$ cat config.mk
export PLATFORM = sky130hd
export DESIGN_NAME = tp_link_monitor
export DESIGN_NICKNAME = d
export VERILOG_FILES = /design/src/core/tp_link_monitor.v /design/src/core/tp_pol_detect.v /design/src/core/tp_inhibit_timer.v
export VERILOG_INCLUDE_DIRS = /design/src /design/src/core
export SDC_FILE = /design/constraint.sdc
export NUM_CORES = 1
export LEC_CHECK = 0
export BUFFER_PORTS_ARGS = -buffer_cell sky130_fd_sc_hd__buf_4
export CAP_MARGIN = 20
export CORE_MARGIN = 3
export CORE_UTILIZATION = 50
export CTS_CLUSTER_DIAMETER = 80
export DETAILED_ROUTE_END_ITERATION = 10
export GPL_TIMING_DRIVEN = 1
export PLACE_DENSITY = 0.68
export SLEW_MARGIN = 20
export SYNTH_ARGS = -nofsm -noshare
export SYNTH_HDL_FRONTEND = slang
export SYNTH_SLANG_ARGS = --single-unit
$ cat constraint.sdc
create_clock -name clk_i -period 5.36 [get_ports clk_i]
set_input_delay 0.268 -clock clk_i [delete_from_list [all_inputs] [get_ports clk_i]]
set_output_delay 0.268 -clock clk_i [all_outputs]
set_load 0.03 [all_outputs]
$ cat src/core/tp_link_map.vh
// Constants for the twisted-pair link supervision block
`ifndef TP_LINK_MAP_VH
`define TP_LINK_MAP_VH

// Register indices on the plain register port
`define REG_CTRL          4'h0
`define REG_DUPLEX        4'h1
`define REG_STATUS        4'h2
`define REG_POLARITY      4'h3

// Control register fields
`define CTRL_ANEG_BIT     0
`define CTRL_EFDX_BIT     1

// Reset values
`define CTRL_RESET        2'h0
`define DUPLEX_RESET      4'h0

// Inhibit timer and resolve times in milliseconds
`define INHIBIT_MS        650
`define STD_INHIBIT_MS    750
`define PD_RESOLVE_MS     250
`define FLP_RESOLVE_MS    440

// Clock rate and cycles per millisecond
`define CLK_MHZ           100
`define CYC_PER_MS        (`CLK_MHZ * 1000)

// Consecutive inverted link pulses needed to flip polarity
`define POL_PULSES        7

`endif

$ cat src/core/tp_link_monitor.v
// Per-port twisted-pair link supervision with register port
`timescale 1ns/1ns
`default_nettype none
`include "tp_link_map.vh"

module tp_link_monitor
#(
    parameter PORTS     = 4,
    parameter INHIBIT_C = `INHIBIT_MS * `CYC_PER_MS,
    parameter PD_C      = `PD_RESOLVE_MS * `CYC_PER_MS,
    parameter FLP_C     = `FLP_RESOLVE_MS * `CYC_PER_MS
)
(
    input  wire             clk_i,
    input  wire             rst_b_i,
    input  wire             aneg_strap_i,
    input  wire [PORTS-1:0] squelch_act_i,
    input  wire [PORTS-1:0] nlp_i,
    input  wire [PORTS-1:0] nlp_inv_i,
    input  wire [PORTS-1:0] flp_i,
    input  wire [PORTS-1:0] pkt_i,
    input  wire [PORTS-1:0] port_duplex_select_pin_i,
    input  wire [3:0]       addr_i,
    input  wire [15:0]      wdata_i,
    input  wire             wr_i,
    input  wire             rd_i,
    output reg  [15:0]      rdata_o,
    output reg  [PORTS-1:0] link_o,
    output reg  [PORTS-1:0] crs_o,
    output reg  [PORTS-1:0] full_duplex_o,
    output reg  [PORTS-1:0] pol_flip_o
);

    ////////////////////////////////////////////////////////////////////
    // Pin synchronisers, two flops each
    // Link and burst levels get a third flop for edge detection
    reg [PORTS-1:0] sq_m_r,  sq_r;
    reg [PORTS-1:0] nlp_m_r, nlp_r;
    reg [PORTS-1:0] inv_m_r, inv_r;
    reg [PORTS-1:0] flp_m_r, flp_r;
    reg [PORTS-1:0] pkt_m_r, pkt_r;
    reg [PORTS-1:0] fdx_m_r, fdx_r;
    reg [PORTS-1:0] nlp_d_r, flp_d_r;
    reg             strap_m_r, strap_r;

    always @(posedge clk_i or negedge rst_b_i)
    begin
        if (!rst_b_i)
        begin
            sq_m_r  <= {PORTS{1'b0}};
            sq_r    <= {PORTS{1'b0}};
            nlp_m_r <= {PORTS{1'b0}};
            nlp_r   <= {PORTS{1'b0}};
            inv_m_r <= {PORTS{1'b0}};
            inv_r   <= {PORTS{1'b0}};
            flp_m_r <= {PORTS{1'b0}};
            flp_r   <= {PORTS{1'b0}};
            pkt_m_r <= {PORTS{1'b0}};
            pkt_r   <= {PORTS{1'b0}};
            fdx_m_r <= {PORTS{1'b0}};
            fdx_r   <= {PORTS{1'b0}};
            nlp_d_r <= {PORTS{1'b0}};
            flp_d_r <= {PORTS{1'b0}};
            strap_m_r <= 1'b0;
            strap_r   <= 1'b0;
        end
        else
        begin
            sq_m_r  <= squelch_act_i;
            sq_r    <= sq_m_r;
            nlp_m_r <= nlp_i;
            nlp_r   <= nlp_m_r;
            inv_m_r <= nlp_inv_i;
            inv_r   <= inv_m_r;
            flp_m_r <= flp_i;
            flp_r   <= flp_m_r;
            pkt_m_r <= pkt_i;
            pkt_r   <= pkt_m_r;
            fdx_m_r <= port_duplex_select_pin_i;
            fdx_r   <= fdx_m_r;
            nlp_d_r <= nlp_r;
            flp_d_r <= flp_r;
            strap_m_r <= aneg_strap_i;
            strap_r   <= strap_m_r;
        end
    end

    // One-cycle pulse events from synchronised levels
    wire [PORTS-1:0] nlp_ev = nlp_r & ~nlp_d_r;
    wire [PORTS-1:0] flp_ev = flp_r & ~flp_d_r;

    ////////////////////////////////////////////////////////////////////
    // Strap capture once after reset release. The strap synchroniser
    // needs two edges to fill after reset, so a marker bit travels
    // beside it and the capture waits for the marker; capturing any
    // earlier would always read the synchroniser's reset value.
    reg strap_vld_m_r;
    reg strap_vld_r;
    reg strap_done_r;
    reg strap_aneg_r;

    always @(posedge clk_i or negedge rst_b_i)
    begin
        if (!rst_b_i)
        begin
            strap_vld_m_r <= 1'b0;
            strap_vld_r   <= 1'b0;
            strap_done_r  <= 1'b0;
            strap_aneg_r  <= 1'b0;
        end
        else
        begin
            strap_vld_m_r <= 1'b1;
            strap_vld_r   <= strap_vld_m_r;
            if (strap_vld_r && !strap_done_r)
            begin
                strap_done_r <= 1'b1;
                strap_aneg_r <= strap_r;
            end
        end
    end

    ////////////////////////////////////////////////////////////////////
    // Control and duplex registers; reset here also clears hung ports
    // Software must quiet a port's transmit before moving its duplex
    reg [1:0]       ctrl_r;
    reg [PORTS-1:0] dup_reg_r;
    // Register bit or captured strap enables negotiation
    wire            aneg_en = ctrl_r[`CTRL_ANEG_BIT] | strap_aneg_r;
    wire            efdx    = ctrl_r[`CTRL_EFDX_BIT];

    always @(posedge clk_i or negedge rst_b_i)
    begin
        if (!rst_b_i)
        begin
            ctrl_r    <= `CTRL_RESET;
            dup_reg_r <= {PORTS{1'b0}};
        end
        else if (wr_i)
        begin
            if (addr_i == `REG_CTRL)
                ctrl_r <= wdata_i[1:0];
            if (addr_i == `REG_DUPLEX)
                dup_reg_r <= wdata_i[PORTS-1:0];
        end
    end

    ////////////////////////////////////////////////////////////////////
    // Per-port link state, negotiation and polarity
    wire [PORTS-1:0] inh_busy;
    wire [PORTS-1:0] inh_fail;
    wire [PORTS-1:0] pol_flip;
    reg  [PORTS-1:0] neg_r;
    reg  [PORTS-1:0] by_flp_r;
    reg  [PORTS-1:0] start_r;
    reg  [28:0]      res_cnt_r [0:PORTS-1];

    // A port goes through three phases with negotiation on: it waits for
    // a burst or a link pulse, counts the resolve time, then runs the
    // inhibit timer, during which a link pulse gives link. Expiry of the
    // timer leaves the port without link and ready to start over.
    // With negotiation off, the first squelched activity or link pulse
    // gives link, and link then holds until the next hard reset.
    genvar p;
    generate
        for (p = 0; p < PORTS; p = p + 1)
        begin : g_port
            // Negotiation resolve counter and link decision
            always @(posedge clk_i or negedge rst_b_i)
            begin
                if (!rst_b_i)
                begin
                    neg_r[p]     <= 1'b0;
                    by_flp_r[p]  <= 1'b0;
                    start_r[p]   <= 1'b0;
                    res_cnt_r[p] <= 29'h0;
                    link_o[p]    <= 1'b0;
                end
                else if (strap_done_r)                // Strap known
                begin
                    start_r[p] <= 1'b0;
                    if (!aneg_en)
                    begin
                        neg_r[p]  <= 1'b0;
                        // Squelched activity or link pulses give link
                        if (sq_r[p] | nlp_ev[p])
                            link_o[p] <= 1'b1;
                    end
                    else if (!neg_r[p] && !link_o[p] && !inh_busy[p])
                    begin
                        // Only pulses start negotiation
                        if (flp_ev[p] | nlp_ev[p])
                        begin
                            neg_r[p]     <= 1'b1;
                            by_flp_r[p]  <= flp_ev[p];
                            res_cnt_r[p] <= 29'h0;
                        end
                    end
                    else if (neg_r[p])
                    begin
                        if (res_cnt_r[p] == (by_flp_r[p] ? FLP_C[28:0] - 1'b1
                                                         : PD_C[28:0] - 1'b1))
                        begin
                            neg_r[p]   <= 1'b0;
                            start_r[p] <= 1'b1;
                        end
                        else
                            res_cnt_r[p] <= res_cnt_r[p] + 1'b1;
                    end
                    else if (inh_busy[p] && nlp_ev[p])
                        link_o[p] <= 1'b1;
                    if (inh_fail[p])
                        link_o[p] <= 1'b0;
                end
            end

            tp_inhibit_timer
            #(
                .LIMIT (INHIBIT_C),
                .W     (27)
            )
            u_inhibit
            (
                .clk_i     (clk_i),
                .rst_b_i   (rst_b_i),
                .start_i   (start_r[p]),
                .link_ok_i (nlp_ev[p]),
                .busy_o    (inh_busy[p]),
                .fail_o    (inh_fail[p])
            );

            tp_pol_detect
            #(
                .CNT_W (3)
            )
            u_pol
            (
                .clk_i       (clk_i),
                .rst_b_i     (rst_b_i),
                .pulse_i     (nlp_ev[p]),
                .pulse_inv_i (inv_r[p]),
                .pkt_i       (pkt_r[p]),
                .pol_flip_o  (pol_flip[p])
            );
        end
    endgenerate

    ////////////////////////////////////////////////////////////////////
    // Carrier sense, duplex and polarity outputs
    // Carrier sense follows squelched activity only on a port with link;
    // the hard reset clears it along with every other port output
    always @(posedge clk_i or negedge rst_b_i)
    begin
        if (!rst_b_i)
        begin
            crs_o         <= {PORTS{1'b0}};
            full_duplex_o <= {PORTS{1'b0}};
            pol_flip_o    <= {PORTS{1'b0}};
        end
        else
        begin
            crs_o         <= sq_r & link_o;
            full_duplex_o <= efdx ? fdx_r : dup_reg_r;
            pol_flip_o    <= pol_flip;
        end
    end

    ////////////////////////////////////////////////////////////////////
    // Register read, data in the cycle after the strobe
    // Unmapped addresses and idle cycles read as zero
    always @(posedge clk_i or negedge rst_b_i)
    begin
        if (!rst_b_i)
            rdata_o <= 16'h0000;
        else if (rd_i)
        begin
            case (addr_i)
                `REG_CTRL:     rdata_o <= {14'h0000, ctrl_r};
                `REG_DUPLEX:   rdata_o <= {{(16-PORTS){1'b0}}, dup_reg_r};
                `REG_STATUS:   rdata_o <= {{(16-2*PORTS){1'b0}},
                                           full_duplex_o, link_o};
                `REG_POLARITY: rdata_o <= {{(16-PORTS){1'b0}}, pol_flip_o};
                default:       rdata_o <= 16'h0000;
            endcase
        end
        else
            rdata_o <= 16'h0000;
    end

endmodule // tp_link_monitor
`default_nettype wire

$ cat src/core/tp_pol_detect.v
// Receive polarity detector and corrector for one port
`timescale 1ns/1ns
`default_nettype none
`include "tp_link_map.vh"

module tp_pol_detect
#(
    parameter CNT_W = 3
)
(
    input  wire clk_i,
    input  wire rst_b_i,
    input  wire pulse_i,
    input  wire pulse_inv_i,
    input  wire pkt_i,
    output reg  pol_flip_o
);

    reg [CNT_W-1:0] inv_cnt_r;

    ////////////////////////////////////////////////////////////////////
    // Count inverted link pulses; data packets break the run
    always @(posedge clk_i or negedge rst_b_i)
    begin
        if (!rst_b_i)
        begin
            inv_cnt_r  <= {CNT_W{1'b0}};
            pol_flip_o <= 1'b0;
        end
        else if (pkt_i)
        begin
            inv_cnt_r <= {CNT_W{1'b0}};
        end
        else if (pulse_i)
        begin
            if (pulse_inv_i == pol_flip_o)        // Pulse seems correct
                inv_cnt_r <= {CNT_W{1'b0}};
            else if (inv_cnt_r == `POL_PULSES - 1)
            begin
                pol_flip_o <= ~pol_flip_o;
                inv_cnt_r  <= {CNT_W{1'b0}};
            end
            else
                inv_cnt_r <= inv_cnt_r + 1'b1;
        end
    end

endmodule // tp_pol_detect
`default_nettype wire

$ cat src/core/tp_inhibit_timer.v
// Link fail inhibit timer for one port
`timescale 1ns/1ns
`default_nettype none
`include "tp_link_map.vh"

module tp_inhibit_timer
#(
    parameter LIMIT = `INHIBIT_MS * `CYC_PER_MS,
    parameter W     = 27
)
(
    input  wire clk_i,
    input  wire rst_b_i,
    input  wire start_i,
    input  wire link_ok_i,
    output reg  busy_o,
    output reg  fail_o
);

    reg [W-1:0] cnt_r;

    ////////////////////////////////////////////////////////////////////
    // Run from start until link forms or the limit expires
    always @(posedge clk_i or negedge rst_b_i)
    begin
        if (!rst_b_i)
        begin
            cnt_r  <= {W{1'b0}};
            busy_o <= 1'b0;
            fail_o <= 1'b0;
        end
        else
        begin
            fail_o <= 1'b0;
            if (start_i)
            begin
                busy_o <= 1'b1;
                cnt_r  <= {W{1'b0}};
            end
            else if (busy_o)
            begin
                if (link_ok_i)
                    busy_o <= 1'b0;
                else if (cnt_r == LIMIT[W-1:0] - 1'b1)
                begin
                    busy_o <= 1'b0;
                    fail_o <= 1'b1;
                end
                else
                    cnt_r <= cnt_r + 1'b1;
            end
        end
    end

endmodule // tp_inhibit_timer
`default_nettype wire

# Word level (Yosys, flattened, before mapping)
# Index checks and enable logic that the tools add are counted.
# totals
ff_bits	352
output_inout_bits	32
# classes
n_addsub	12
eq_ne	51
muxes	147
bitwise_logic	26
n_reduce_logical	69
# ops
op	n
two-way mux 29 bit	16
two-way mux 27 bit	16
adder 29 x 1 -> 29 bit, second input constant	4
== test 29 x 26 -> 1 bit	4
adder 27 x 1 -> 27 bit, second input constant	4
== test 27 x 26 -> 1 bit, second input constant	4
two-way mux 26 bit	4
two-way mux 1 bit	92
two-way mux 3 bit	16
AND reduction 5 bit	8
inequality test 3 x 2 -> 1 bit, second input constant	12
one-hot mux 8 bit (4 select lines)	1
AND reduction 4 bit	8
nonzero test 2 bit	12
inequality test 2 x 1 -> 1 bit, second input constant	8
inequality test 2 bit, second input constant	8
logical AND 1 bit	13
zero test 1 bit	13
adder 3 x 1 -> 3 bit, second input constant	4
AND 4 bit	3
== test 3 bit, second input constant	4
inequality test 3 x 1 -> 1 bit, second input constant	4
inverter 1 bit	12
AND reduction 2 bit	6
other kinds (10)	29

# Longest topological paths before layout
# depth
depth_word	8
mapped_depth	9
ltp_nobuf	7

# By module
# From an unflattened synthesis, not the netlist that was laid out.
# unflattened
cells_unflattened	1720
area_unflattened_um2	17062.6
# by_module_without_submodules
mod	n_inst	cells_per_inst	area_per_inst_um2	seq_area_each_um2
tp_link_monitor	1	964	9945.8	5505.3
tp_inhibit_timer	4	168	1566.5	725.7
tp_pol_detect	4	21	212.7	100.1

# Worst setup path after synthesis
# OpenSTA, ideal clock, no wires.
# synth_path
path_type	flip-flop to flip-flop
startpoint	reg g_port[0].u_inhibit.cnt_r[7]
endpoint	reg g_port[0].u_inhibit.cnt_r[9]
setup_ns	0.132
arrival_ns	2.015
required_time_ns	5.228
slack_ns	3.213
stages_incl_launch_ff	7
synth_period_minus_slack_ns	2.147
path_cell_list	dfrtp_1 > or4b_1 > or3_4 > nor4_4 > nor4_1 > xnor2_1 > nor2_1
# synth_between
elab_chain_cells	5
word_cells_on_any_way	8
# synth_rtl
element	line_no	text
from (decl)	tp_inhibit_timer.v:20	reg [W-1:0] cnt_r;
from (signal assigned)	tp_inhibit_timer.v:28	cnt_r <= {W{1'b0}};
from (signal assigned)	tp_inhibit_timer.v:38	cnt_r <= {W{1'b0}};
from (signal assigned)	tp_inhibit_timer.v:50	cnt_r <= cnt_r + 1'b1;
adder 27 x 1 -> 27 bit	tp_inhibit_timer.v:50	
two-way mux 27 bit	tp_inhibit_timer.v:44	else if (cnt_r == LIMIT[W-1:0] - 1'b1)
two-way mux 27 bit	tp_inhibit_timer.v:42	if (link_ok_i)
two-way mux 27 bit	tp_inhibit_timer.v:40	else if (busy_o)
two-way mux 27 bit	tp_inhibit_timer.v:35	if (start_i)
# Parallel ways exist; a longest one is shown, timed or not. The select of a mux whose other input is x is not followed.
# A chain may end at the register's enable or synchronous reset.

# Worst setup path after layout
# layout_path
startpoint	reg strap_done_r
endpoint	reg res_cnt_r[5] in the netlist's numbering
# layout_between
elab_chain_cells	1
# layout_rtl
element	line_no	text
from (decl)	tp_link_monitor.v:99	reg strap_done_r;
from (signal assigned)	tp_link_monitor.v:108	strap_done_r <= 1'b0;
from (signal assigned)	tp_link_monitor.v:117	strap_done_r <= 1'b1;
AND reduction 5 bit (no source line)	--	
to (signal, indexed assignment)	tp_link_monitor.v:208	res_cnt_r[p] <= res_cnt_r[p] + 1'b1;
to (decl)	tp_link_monitor.v:156	reg [28:0] res_cnt_r [0:PORTS-1];
# Every way passes these cells.

==> results.py <==
metrics = {
    "run_status": {
        "status": "completed",
    },
    "worst_setup_path": {
        "crit_path_start_kind": "register",
        "critPathMaxFanout": 22,
        "worstSetupEndpoint": "res_cnt_r[5]$_DFFE_PN0P_",
        "path_class": "reg -> reg",
        "r2r_end": "res_cnt_r[5]$_DFFE_PN0P_",
        "r2r_setup_slack_ns": 2.48,
        "r2r_start": "strap_done_r$_DFFE_PN0P_",
        "cp.arrival_ns": 3.27,
        "critPathCaptureType": "register",
        "reg2regPathDepth": 6,
        "crit_start": "strap_done_r$_DFFE_PN0P_",
        "required_ns": 5.75,
    },
    "layout": {
        "syn_to_final_growth_pct": 15.1,
        "nets": 1833,
        "layout_common_cells": "dfrtp_1, nor2_1, nand2_1, o21ai_0, nand3_1",
        "fin_area_sq_um": 19100,
        "final_util_pct": 58.4,
        "fillers": 2787,
        "multi_input_area_sq_um": 7400,
        "final_common_cell": "dfrtp_1",
        "seq_area_sq_um": 8810,
        "antennaDiodeCount": 0,
        "layout-drive-gt1-share_pct": 9.20,
    },
    "grt": {
        "grtUsageMet2_pct": 32.3,
        "grt_use_met1_pct": 29.8,
        "top_usage_layer": "met2",
        "use_met3_pct": 3.08,
        "grt_first_pass_wirelength_microns": 61400,
        "grt_max_degree": 182,
        "grt_use_total_pct": 20.5,
        "antenna_found_initial": 1,
        "grt_overflow_total": 0,
        "grt_pass1_vias": 12300,
    },
    "timing": {
        "fmax_mhz": 347,
        "tightest_slew_ns": 1.04,
        "whs_ns": 0.0721,
        "setup_violations": 0,
        "maxSlewViolCount": 0,
        "finalHoldViolCount": 0,
        "fin_worst_skew_ns": 0.0141,
        "rsz0062_at_grt": "false",
        "fin_crit_ns": 2.88,
        "tns_ns": 0,
        "fin_crit_sh_pct": 53.8,
        "relSlewSlack_pct": 30.9,
    },
    "floorplanning": {
        "die_h_microns": 188,
        "std_cell_rows": 66,
        "die_w_microns": 188,
        "core_area_sq_um": 32600,
        "die-area_sq_um": 35300,
        "pin_count": 81,
        "start_util_pct": 50.8,
    },
    "cts": {
        "cts_tree": "built",
        "clk_latency_ns": 0.54,
        "clk_path_buf_depth": 3,
        "cts_root_buf": "clkbuf_16",
        "cts_max_level": 2,
        "numCtsBuffers": 38,
        "cts_setup_buffers": 0,
        "clock_sinks": 352,
        "clk_pin_slew_ns": 0.06,
    },
    "logic_synthesis": {
        "yosysWarnings": 0,
        "synth-edff-count": 0,
        "syn_inst": 1698,
        "synthArstFlopShare_pct": 100,
        "ys_seq_area_share_pct": 53.2,
        "avgSynthCellArea_sq_um": 9.75,
        "ys_ff_latch": 352,
        "synthFlopType": "dfrtp_1",
        "syn_area_sq_um": 16600,
        "synth.distinct_cells": 67,
    },
    "min_path": {
        "hp-class": "in -> reg",
        "hold_path_depth": 3,
    },
    "placement": {
        "gp_congestion": 0.853,
        "dp_hpwl_microns": 23100,
        "postPlaceCellArea_sq_um": 17400,
        "portBuffers": 60,
    },
    "power_and_ir_drop": {
        "ir_worst_vdd_uv": 308,
        "p_clk_share_pct": 48.3,
        "switching_share_pct": 22.0,
        "powerDensity_nw_per_um2": 308,
        "combPwrFrac_pct": 4.3,
        "seq_power_share_pct": 47.4,
        "p_leak_nw": 8.23,
        "switching_power_w": 0.00129,
        "p_int_w": 0.00458,
    },
    "route": {
        "dr.pass1.iters": 5,
        "vias": 12900,
        "drtIter0Drc": 960,
        "detail-route-antenna-nets": 0,
        "routed_via_density": 5.75,
        "drt-total-wl_microns": 35900,
        "avgRoutedWirePerCell_microns": 16.0,
        "drc": 0,
    },
    "flow_run": {
        "cap_violations": 0,
    },
}
==> cells in the mapped netlist (36+ instances only) <==
cell      number  area [sq um]
dfrtp_1      352          8810
nor2_1       179           672
nand2_1      172           646
o21ai_0      124           621
nand3_1      110           551
xor2_1        71           622
nand4_1       61           382
a21oi_1       54           270
nor3_1        49           245
clkbuf_1      46           173
and3_1        41           257
xnor2_1       36           315
==> timing repair <==
item | 4_1_cts | 5_1_grt
endpoints found under the hold margin | 244 | 0
endpoints found under the setup margin | 0 | 0
hold buffers | 31 | 0
gates resized for setup | 0 | 0
==> power groups by stage <==
stage | combinational, W | sequential (W) | clock [W]
floorplan | 0.0000995 | 0.00283 | 0
global placement | 0.000234 | 0.00283 | 0
detailed placement | 0.000239 | 0.00283 | 0
CTS | 0.000258 | 0.00278 | 0.00291
global route | 0.000284 | 0.00279 | 0.00302
finish | 0.000252 | 0.00278 | 0.00283
==> cells by family after synthesis <==
kind of cell	Yosys count	synth area share, %
AO/OA/AOI/OAI	311	11.2
XOR/XNOR	107	5.66
adder cells (fa/ha/maj)	8	0.604
buffers and inverters	91	2.39
flip-flops	352	53.2
multiplexers	33	2.24
other	2	0.0453
AND/OR/NAND/NOR	794	24.6
==> stage by stage <==
stage                     instances  setup slack [ns]  total power, W
after floorplan                1705              3.21         0.00293
after global placement         2147              2.45         0.00306
after detailed placement       2147              2.46         0.00307
after CTS                      2246              2.45         0.00595
after global routing           2246              2.32         0.00609
final                          2246              2.48         0.00587
==> worst min path at each step <==
stage,slack [ns],start,endpoint
after global routing,0.08,addr_i[0],rdata_o[3]$_DFF_PN0_
after global placement,0.33,pkt_m_r[2]$_DFF_PN0_,pkt_r[2]$_DFF_PN0_
after floorplan,-0.03,rst_b_i,by_flp_r[0]$_DFFE_PN0P_
after detailed placement,0.34,nlp_m_r[3]$_DFF_PN0_,nlp_r[3]$_DFF_PN0_
final,0.07,addr_i[0],rdata_o[3]$_DFF_PN0_
after CTS,0.04,addr_i[0],rdata_o[3]$_DFF_PN0_
==> sequential cells by signal, indices dropped and copies added, names as in the netlist, 8 cells and up <==
register / count
g_port.u_inhibit.cnt_r: 108
g_port.u_pol.inv_cnt_r: 12
rdata_o: 8
res_cnt_r: 116
==> worst max-delay path, stage by stage, from the launching register on <==
cell and delay (ns):
dfrtp_1 0.84, o21a_1 0.22, buf_4 0.22, and2_1 0.26, nand2_1 0.49, o311ai_0 0.56, o41ai_1 0.15
==> area by class of cell <==
type	count	share of cell area [%]
clock buffers	47	5.38
clock inverters	21	1.71
inverters	22	0.433
multi-input cells	1262	38.8
flip-flops and latches	352	46.2
well taps	442	2.90
repair buffers	100	4.52
==> metal layers <==
metal	up-vias	share of wire (%)	wire (microns)
met2	238	46	16700
met3	51	3.9	1410
met4	2	1.8	663
li1	6254	-	-
met1	6361	48	17100
met5	-	0.036	13
Note: power is estimated with default switching activity, not from simulation.
